===== config.mk =====
export PLATFORM = sky130hd
export DESIGN_NAME = fsp_datapath
export DESIGN_NICKNAME = d
export VERILOG_FILES = /design/src/shared/fsp_pkg.sv /design/src/core/fsp_datapath.sv
export SDC_FILE = /design/constraint.sdc
export NUM_CORES = 1
export LEC_CHECK = 0
export ABC_AREA = 0
export BUFFER_PORTS_ARGS = -buffer_cell sky130_fd_sc_hd__buf_4
export CORE_ASPECT_RATIO = 0.75
export CORE_UTILIZATION = 60
export DETAILED_ROUTE_END_ITERATION = 7
export GPL_TIMING_DRIVEN = 1
export PLACE_DENSITY = 0.77
export SYNTH_ARGS = -nofsm -noshare
export SYNTH_HDL_FRONTEND = slang
export SYNTH_SLANG_ARGS = --single-unit

===== constraint.sdc =====
create_clock -name clk_sys_in -period 6.1 [get_ports clk_sys_in]
set_input_delay 0.915 -clock clk_sys_in [delete_from_list [all_inputs] [get_ports clk_sys_in]]
set_output_delay 0.915 -clock clk_sys_in [all_outputs]
set_load 0.05 [all_outputs]

===== src/shared/fsp_pkg.sv =====
// Package of constants and types for the FIFO serial port data path
package fsp_pkg;

   // ----------------------------------------------------------------
   // Register map (byte addresses on the APB)
   // ----------------------------------------------------------------
   localparam int          ADDR_W       = 8;
   localparam logic [7:0]  OFS_FORMAT   = 8'h00;
   localparam logic [7:0]  OFS_TX_PORT  = 8'h04;
   localparam logic [7:0]  OFS_RX_PORT  = 8'h08;
   localparam logic [7:0]  OFS_CONTROL  = 8'h0C;
   localparam logic [7:0]  OFS_STATUS   = 8'h10;

   // ----------------------------------------------------------------
   // Field layout of serial_format_config
   // ----------------------------------------------------------------
   localparam logic [7:0]  FMT_RESET    = 8'h00;
   localparam logic [7:0]  FMT_WR_MASK  = 8'h7B;   // Bits 7 and 2 reserved
   localparam int          FMT_CHR      = 6;
   localparam int          FMT_PE       = 5;
   localparam int          FMT_ODD      = 4;
   localparam int          FMT_STOP     = 3;
   localparam int          FMT_CKS_HI   = 1;
   localparam int          FMT_CKS_LO   = 0;

   // Control and status fields
   localparam int          CTL_TX_ON    = 0;
   localparam int          CTL_RX_ON    = 1;
   localparam int          ST_RX_CNT    = 0;
   localparam int          ST_TX_CNT    = 8;
   localparam int          ST_TX_BUSY   = 16;
   localparam int          ST_RX_BUSY   = 17;
   localparam int          ST_PAR_ERR   = 18;
   localparam int          ST_FRM_ERR   = 19;

   // ----------------------------------------------------------------
   // Timing: prescaler terminal counts and 16x oversampling points
   // ----------------------------------------------------------------
   localparam logic [5:0]  PRE_DIV1     = 6'h00;
   localparam logic [5:0]  PRE_DIV4     = 6'h03;
   localparam logic [5:0]  PRE_DIV16    = 6'h0F;
   localparam logic [5:0]  PRE_DIV64    = 6'h3F;
   localparam logic [3:0]  OS_MID       = 4'h7;
   localparam logic [3:0]  OS_LAST      = 4'hF;
   localparam logic [2:0]  LAST_BIT_8   = 3'h7;
   localparam logic [2:0]  LAST_BIT_7   = 3'h6;

   // Frame states, Gray along start, data, parity, stop
   typedef enum logic [2:0] {
      FR_IDLE  = 3'b000,
      FR_START = 3'b001,
      FR_DATA  = 3'b011,
      FR_PAR   = 3'b010,
      FR_STOP  = 3'b110
   } fsp_frame_t;

   // APB request carried as one bundle
   typedef struct packed {
      logic              psel;
      logic              penable;
      logic              pwrite;
      logic [ADDR_W-1:0] paddr;
      logic [31:0]       pwdata;
   } fsp_apb_req_t;

endpackage : fsp_pkg


===== src/core/fsp_datapath.sv =====
// FIFO serial port: frame format, shift registers, FIFOs and APB slave
//
// The implementer's own choices: the APB register port and the register offsets.
`timescale 1ns/1ps
`default_nettype none

module fsp_datapath #(
   parameter int         FIFO_DEPTH = 16,
   parameter logic [7:0] BRG_DIV    = 8'h00   // Prescaled pulses per oversample tick, minus 1
) (
   input  wire logic                  clk_sys_in,
   input  wire logic                  reset_n_in,
   input  wire logic                  standby_in,
   input  wire fsp_pkg::fsp_apb_req_t apb_req_in,
   output logic [31:0]                prdata_out,
   output logic                       pready_out,
   output logic                       pslverr_out,
   input  wire logic                  rxd_in,
   output logic                       txd_out
);

   localparam int PW = $clog2(FIFO_DEPTH);
   localparam int CW = PW + 1;
   localparam logic [CW-1:0] FULL_CNT = CW'(FIFO_DEPTH);
   localparam logic [CW-1:0] ONE_CNT  = CW'(1);

   // ----------------------------------------------------------------
   // All state of the block
   // ----------------------------------------------------------------
   typedef struct packed {
      logic [7:0]                  fmt;
      logic                        tx_on;
      logic                        rx_on;
      logic [5:0]                  pre_cnt;
      logic [7:0]                  brg_cnt;
      logic [FIFO_DEPTH-1:0][7:0]  tx_mem;
      logic [PW-1:0]               tx_wp;
      logic [PW-1:0]               tx_rp;
      logic [CW-1:0]               tx_cnt;
      logic [FIFO_DEPTH-1:0][7:0]  rx_mem;
      logic [PW-1:0]               rx_wp;
      logic [PW-1:0]               rx_rp;
      logic [CW-1:0]               rx_cnt;
      fsp_pkg::fsp_frame_t         tx_st;
      logic [7:0]                  tx_sh;
      logic [2:0]                  tx_bit;
      logic [3:0]                  tx_os;
      logic                        tx_stop2;
      logic                        txd;
      logic                        rx_s1;
      logic                        rx_s2;
      fsp_pkg::fsp_frame_t         rx_st;
      logic [7:0]                  rx_sh;
      logic [2:0]                  rx_bit;
      logic [3:0]                  rx_os;
      logic                        par_err;
      logic                        frm_err;
   } fsp_state_t;

   fsp_state_t q;
   fsp_state_t d;

   // ----------------------------------------------------------------
   // Bus decode
   // ----------------------------------------------------------------
   logic       acc;
   logic       wr;
   logic       rd;
   logic       hit;
   logic [7:0] ofs;

   assign acc = apb_req_in.psel & apb_req_in.penable;
   assign wr  = acc & apb_req_in.pwrite;
   assign rd  = acc & ~apb_req_in.pwrite;
   assign ofs = apb_req_in.paddr[7:0];
   assign hit = (ofs == fsp_pkg::OFS_FORMAT) | (ofs == fsp_pkg::OFS_TX_PORT)
              | (ofs == fsp_pkg::OFS_RX_PORT) | (ofs == fsp_pkg::OFS_CONTROL)
              | (ofs == fsp_pkg::OFS_STATUS);

   // Zero wait states: every access completes in its first access cycle
   assign pready_out  = 1'b1;
   assign pslverr_out = acc & ~hit;
   assign txd_out     = q.txd;

   // Read mux over registered state only
   always_comb begin
      prdata_out = 32'h0000_0000;
      if (rd) begin
         unique case (ofs)
            fsp_pkg::OFS_FORMAT:  prdata_out[7:0] = q.fmt;
            fsp_pkg::OFS_RX_PORT: prdata_out[7:0] = q.rx_mem[q.rx_rp];
            fsp_pkg::OFS_CONTROL: begin
               prdata_out[fsp_pkg::CTL_TX_ON] = q.tx_on;
               prdata_out[fsp_pkg::CTL_RX_ON] = q.rx_on;
            end
            fsp_pkg::OFS_STATUS: begin
               prdata_out[fsp_pkg::ST_RX_CNT +: CW] = q.rx_cnt;
               prdata_out[fsp_pkg::ST_TX_CNT +: CW] = q.tx_cnt;
               prdata_out[fsp_pkg::ST_TX_BUSY]      = (q.tx_st != fsp_pkg::FR_IDLE);
               prdata_out[fsp_pkg::ST_RX_BUSY]      = (q.rx_st != fsp_pkg::FR_IDLE);
               prdata_out[fsp_pkg::ST_PAR_ERR]      = q.par_err;
               prdata_out[fsp_pkg::ST_FRM_ERR]      = q.frm_err;
            end
            default: prdata_out = 32'h0000_0000;
         endcase
      end
   end

   // ----------------------------------------------------------------
   // Next-state logic
   // ----------------------------------------------------------------
   logic       pre_en;
   logic       tick;
   logic [5:0] pre_lim;
   logic [2:0] last_bit;
   logic       tx_push;
   logic       tx_pop;
   logic       rx_push;
   logic       rx_pop;
   logic       rx_mid;
   logic       rx_end;
   logic       tx_end;

   always_comb begin
      d        = q;
      tx_pop   = 1'b0;
      rx_push  = 1'b0;

      // Prescaler selected by the two clock select bits
      unique case (q.fmt[fsp_pkg::FMT_CKS_HI:fsp_pkg::FMT_CKS_LO])
         2'b00:   pre_lim = fsp_pkg::PRE_DIV1;
         2'b01:   pre_lim = fsp_pkg::PRE_DIV4;
         2'b10:   pre_lim = fsp_pkg::PRE_DIV16;
         default: pre_lim = fsp_pkg::PRE_DIV64;
      endcase
      pre_en    = (q.pre_cnt >= pre_lim);
      d.pre_cnt = pre_en ? 6'h00 : q.pre_cnt + 6'h01;
      // Bit-rate divider turns prescaled pulses into 16x oversample ticks
      tick = pre_en & (q.brg_cnt >= BRG_DIV);
      if (pre_en) begin
         d.brg_cnt = tick ? 8'h00 : q.brg_cnt + 8'h01;
      end

      last_bit = q.fmt[fsp_pkg::FMT_CHR] ? fsp_pkg::LAST_BIT_7 : fsp_pkg::LAST_BIT_8;

      // Register writes; the format register is masked so reserved bits stay zero
      tx_push = wr & (ofs == fsp_pkg::OFS_TX_PORT) & (q.tx_cnt != FULL_CNT);
      rx_pop  = rd & (ofs == fsp_pkg::OFS_RX_PORT) & (q.rx_cnt != '0);
      if (wr & (ofs == fsp_pkg::OFS_FORMAT)) begin
         d.fmt = apb_req_in.pwdata[7:0] & fsp_pkg::FMT_WR_MASK;
      end
      if (wr & (ofs == fsp_pkg::OFS_CONTROL)) begin
         d.tx_on = apb_req_in.pwdata[fsp_pkg::CTL_TX_ON];
         d.rx_on = apb_req_in.pwdata[fsp_pkg::CTL_RX_ON];
      end
      // Error flags clear by writing one; a set below overrides the clear
      if (wr & (ofs == fsp_pkg::OFS_STATUS)) begin
         if (apb_req_in.pwdata[fsp_pkg::ST_PAR_ERR]) d.par_err = 1'b0;
         if (apb_req_in.pwdata[fsp_pkg::ST_FRM_ERR]) d.frm_err = 1'b0;
      end
      if (standby_in) begin
         d.fmt = fsp_pkg::FMT_RESET;
      end

      // Transmitter: line idles high, reloads whenever shifter empties and tx_on is set
      tx_end = tick & (q.tx_os == fsp_pkg::OS_LAST);
      if (tick) d.tx_os = q.tx_os + 4'h1;
      unique case (q.tx_st)
         fsp_pkg::FR_IDLE: begin
            d.txd = 1'b1;
            if (q.tx_on & (q.tx_cnt != '0)) begin
               tx_pop   = 1'b1;
               d.tx_sh  = q.tx_mem[q.tx_rp];
               if (q.fmt[fsp_pkg::FMT_CHR]) d.tx_sh[7] = 1'b0;
               d.tx_st  = fsp_pkg::FR_START;
               d.tx_os  = 4'h0;
               d.tx_bit = 3'h0;
               d.tx_stop2 = 1'b0;
               d.txd    = 1'b0;
            end
         end
         fsp_pkg::FR_START: begin
            if (tx_end) begin
               d.tx_st = fsp_pkg::FR_DATA;
               d.txd   = q.tx_sh[0];
            end
         end
         fsp_pkg::FR_DATA: begin
            if (tx_end) begin
               if (q.tx_bit == last_bit) begin
                  if (q.fmt[fsp_pkg::FMT_PE]) begin
                     d.tx_st = fsp_pkg::FR_PAR;
                     d.txd   = (^q.tx_sh) ^ q.fmt[fsp_pkg::FMT_ODD];
                  end else begin
                     d.tx_st = fsp_pkg::FR_STOP;
                     d.txd   = 1'b1;
                  end
               end else begin
                  d.tx_bit = q.tx_bit + 3'h1;
                  d.txd    = q.tx_sh[q.tx_bit + 3'h1];
               end
            end
         end
         fsp_pkg::FR_PAR: begin
            if (tx_end) begin
               d.tx_st = fsp_pkg::FR_STOP;
               d.txd   = 1'b1;
            end
         end
         fsp_pkg::FR_STOP: begin
            d.txd = 1'b1;
            if (tx_end) begin
               if (q.fmt[fsp_pkg::FMT_STOP] & ~q.tx_stop2) begin
                  d.tx_stop2 = 1'b1;
               end else begin
                  d.tx_st = fsp_pkg::FR_IDLE;
               end
            end
         end
         default: begin
            d.tx_st = fsp_pkg::FR_IDLE;
            d.txd   = 1'b1;
         end
      endcase

      // Receiver: only the synchronised copy of the line is examined
      d.rx_s1 = rxd_in;
      d.rx_s2 = q.rx_s1;
      if (tick) d.rx_os = q.rx_os + 4'h1;
      rx_mid = tick & (q.rx_os == fsp_pkg::OS_MID);
      rx_end = tick & (q.rx_os == fsp_pkg::OS_LAST);
      unique case (q.rx_st)
         fsp_pkg::FR_IDLE: begin
            if (q.rx_on & ~q.rx_s2) begin
               d.rx_st = fsp_pkg::FR_START;
               d.rx_os = 4'h0;
               d.rx_sh = 8'h00;
               d.rx_bit = 3'h0;
            end
         end
         fsp_pkg::FR_START: begin
            // A start bit that is high again at mid-bit was a glitch
            if (rx_mid) begin
               d.rx_os = 4'h0;
               d.rx_st = q.rx_s2 ? fsp_pkg::FR_IDLE : fsp_pkg::FR_DATA;
            end
         end
         fsp_pkg::FR_DATA: begin
            // Counter restarted at mid-bit, so the wrap is the next bit centre
            if (rx_end) begin
               d.rx_sh[q.rx_bit] = q.rx_s2;
               if (q.rx_bit == last_bit) begin
                  d.rx_st = q.fmt[fsp_pkg::FMT_PE] ? fsp_pkg::FR_PAR : fsp_pkg::FR_STOP;
               end else begin
                  d.rx_bit = q.rx_bit + 3'h1;
               end
            end
         end
         fsp_pkg::FR_PAR: begin
            if (rx_end) begin
               d.rx_st = fsp_pkg::FR_STOP;
               if ((^q.rx_sh) ^ q.rx_s2 ^ q.fmt[fsp_pkg::FMT_ODD]) begin
                  d.par_err = 1'b1;
               end
            end
         end
         fsp_pkg::FR_STOP: begin
            // Only the first stop bit is sampled; a second one is not awaited
            if (rx_end) begin
               d.rx_st = fsp_pkg::FR_IDLE;
               if (~q.rx_s2) d.frm_err = 1'b1;
               rx_push = (q.rx_cnt != FULL_CNT) | rx_pop;
            end
         end
         default: d.rx_st = fsp_pkg::FR_IDLE;
      endcase

      // FIFO bookkeeping
      if (tx_push) begin
         d.tx_mem[q.tx_wp] = apb_req_in.pwdata[7:0];
         d.tx_wp = q.tx_wp + PW'(1);
      end
      if (tx_pop) d.tx_rp = q.tx_rp + PW'(1);
      if (tx_push & ~tx_pop) d.tx_cnt = q.tx_cnt + ONE_CNT;
      if (tx_pop & ~tx_push) d.tx_cnt = q.tx_cnt - ONE_CNT;
      if (rx_push) begin
         d.rx_mem[q.rx_wp] = q.rx_sh;
         d.rx_wp = q.rx_wp + PW'(1);
      end
      if (rx_pop) d.rx_rp = q.rx_rp + PW'(1);
      if (rx_push & ~rx_pop) d.rx_cnt = q.rx_cnt + ONE_CNT;
      if (rx_pop & ~rx_push) d.rx_cnt = q.rx_cnt - ONE_CNT;
   end

   // ----------------------------------------------------------------
   // State register
   // ----------------------------------------------------------------
   always_ff @(posedge clk_sys_in or negedge reset_n_in) begin
      if (!reset_n_in) begin
         q       <= '0;
         q.fmt   <= fsp_pkg::FMT_RESET;
         q.tx_st <= fsp_pkg::FR_IDLE;
         q.rx_st <= fsp_pkg::FR_IDLE;
         q.txd   <= 1'b1;
         q.rx_s1 <= 1'b1;
         q.rx_s2 <= 1'b1;
      end else begin
         q <= d;
      end
   end
endmodule : fsp_datapath

`default_nettype wire


==> metrics.txt <==
Max rail drop VDD 0.161 mV; Mean Syn Cell Area 13.7 sq um; most numerous cell in the Yosys netlist dfrtp_1; drt total wl 37200 microns; H-Tree Depth 2; layout cells sized above 1 30.1%; Post-CTS Setup Inserts 0; nets 1329; Slowest Stage Delay on Critical Path 820 ps; RSZ-0062 raised after global routing no; DP HPWL 24400 microns; cell taking the most area after synthesis dfrtp_1; sequence of cells on the critical path or2_2 > ha_1 > nand2b_1 > a211oi_1 > o22a_1 > a311o_2 > nor2_1 > inv_1 > ha_1 > xor2_1 > ha_1 > nor2_1 > a222oi_1 > nor2_1 > xnor2_1; required time worst endpoint 6500 ps; chip height 147 microns; reg2reg setup slack 1660 ps; All-Layer GR Usage 27.3%; Hold WC Path Type reg2reg; crit path kind reg2reg; first-pass GRT wire length 60200 microns; Post-synth top cells 335 x dfrtp_1, 109 x mux2_2, 102 x mux2_1; DR WL/cell 22.8 microns; Root Driver clkbuf_16; multi-input logic area 0.00800 sq mm; EDFF count, synth 0; # resized after CTS 0; Hold Startpoint d[20]$_DFF_PN1_; Leak 8.97 nW; Pwr Total 5.14 mW; Met2 Wirelength 15800 microns; CP max stage cell a311o_2; synthesized flop and latch total 338; DIE AREA 0.0289 sq mm; hold path depth 0; Setup-failing EPs final 0; CP Capture Type register; worst slew pin tran 980 ps; vias per inst 6.29; Mapped Area 0.0169 sq mm; PwrDens 276 mW/mm^2; area growth from synthesis to layout 10.2%; top layer reached by signal wires met4; fin crit share 72.8%; Final Util 68.2%; Critical path buffers and inverters 1; Tmin final 4440 ps; post-synth top area share 49.5%; DRC 0; post-synthesis cell count 1237; Crit. path cell count 15; status completed; WP data arrival 4840 ps; Max-cap violations 0; routed length on met3 3040 microns; clock buffer count from CTS 35; Async SR Flop Fraction 100%; max-slew violations 0; vias in the first global route 10370; CTS tree yes; Hold Path Sink q[20]$_DFF_PN1_; WL met1 17800 microns; count of hold-fix buffers inserted at cts 0; count of input and output buffers 43; Die Width 196 microns; Clock transition at path regs 60 ps; Worst setup SP type register; Post-DRT Antenna Nets 0; Main synth FF type dfrtp_1; Worst Reg-to-Reg Cells 15; critical register-to-register path startpoint q[340]$_DFFE_PN0P_; Top Ports 82; register area share after synthesis 50.0%; Clock Skew 16.9 ps; Remaining Overflow, GRT 0; critical path peak fanout 19; fillers 1875; clock buffer depth 3; fmax 0.225 GHz; Yosys cell types 64; Placeable Area 0.0273 sq mm; Initial Util 61.9%; clk_lat worst skew 520 ps; n_diodes 0; r2r endpoint q[46]$_DFFE_PN0P_; Iter 0 DRT Violations 1049; Yosys warning total 0; DR vias 10241; Area contributors post-synth dfrtp_1 50%, mux4_2 10%, mux2_2 7.3%; relative slew slack 34.4%; top cell family by delay on the critical path compound AO/OA/AOI/OAI gates; clock sinks 338; register area 0.00846 sq mm; antenna violations before repair 0; largest net degree at the start of global routing 131; setup tns final 0 ps; Final Wtd Congestion 0.882; # rows 52; final hold viol count 0; Initial DRT Pass Iterations 4
how the worst max path moves through the flow:
stage | startpoint | end | slack, ps
after floorplan | apb_req_in[33] | prdata_out[12] | 1960
after global placement | apb_req_in[33] | q[46]$_DFFE_PN0P_ | 1520
after detailed placement | apb_req_in[33] | q[46]$_DFFE_PN0P_ | 1400
after CTS | q[340]$_DFFE_PN0P_ | q[46]$_DFFE_PN0P_ | 1650
after global routing | q[340]$_DFFE_PN0P_ | q[46]$_DFFE_PN0P_ | 1320
final | q[340]$_DFFE_PN0P_ | q[46]$_DFFE_PN0P_ | 1660
layer usage:
metal	track usage, %	up-vias
li1	-	4487
met5	0	-
met3	7.05	50
met2	38.0	332
met1	42.9	5372
met4	6.25	0
worst register-to-register path, cell delays in order (launching register included):
cell,delay (ps)
dfrtp_1,400
or2_2,330
ha_1,270
nand2b_1,140
a211oi_1,300
o22a_1,350
a311o_2,830
nor2_1,260
inv_1,170
ha_1,270
xor2_1,170
ha_1,220
nor2_1,50
a222oi_1,280
nor2_1,110
xnor2_1,140
cells in the final DEF, fill, tap and decap left out, types with 6 or more instances in the layout:
cell,instances
clkbuf_1,7
nor3_1,11
and2_1,11
mux4_2,78
and3_1,6
xor2_1,21
nor3_4,17
clkbuf_8,6
o21ai_0,30
mux2_2,109
ha_1,28
mux2_4,56
nand3_1,19
nor2b_1,8
dfrtp_1,333
buf_4,51
nand3b_1,7
conb_1,16
nand2_1,69
clkinv_2,7
inv_1,25
a21oi_1,20
mux2i_1,18
nor2_1,64
nand4_1,7
mux2_1,102
clkbuf_16,37
o22ai_1,9
xnor2_1,32
flip-flops by register name, indices dropped and copies added (netlist names):
name and count:
txd_out 1, d 1, q 336
cell families after synthesis:
family,synth area share [%]
DFF,50.0
other,0.0444
buffers and inverters,3.03
and+or+nand+nor,7.91
xor gates and xnor gates,2.88
adders and majority gates,2.19
AOI/OAI and AO/OA,3.48
muxes,30.5
per-stage QoR:
step | hold WS [ps] | std cells | worst slack (ps) | area, sq um
after floorplan | 345 | 1251 | 1960 | 17000
after global placement | 375 | 1567 | 1520 | 17400
after CTS | 368 | 1629 | 1650 | 18600
final | 365 | 1629 | 1660 | 18600
after detailed placement | 364 | 1567 | 1400 | 17400
after global routing | 371 | 1629 | 1320 | 18600
final cells by class:
class / count / share of cell area (%)
multi-input cells: 799 / 42.9
flip-flops and latches: 338 / 45.4
clock buffers: 50 / 5.55
clock inverters: 12 / 0.993
well taps: 351 / 2.36
repair buffers: 53 / 2.24
inverters: 26 / 0.524
where the power goes:
| part | total [mW] | internal (mW) | switching (mW) |
|---|---|---|---|
| logic | 0.511 | 0.179 | 0.332 |
| registers | 2.36 | 2.30 | 0.0679 |
| clock network | 2.27 | 1.39 | 0.878 |
(Power assumes the default switching activity.)
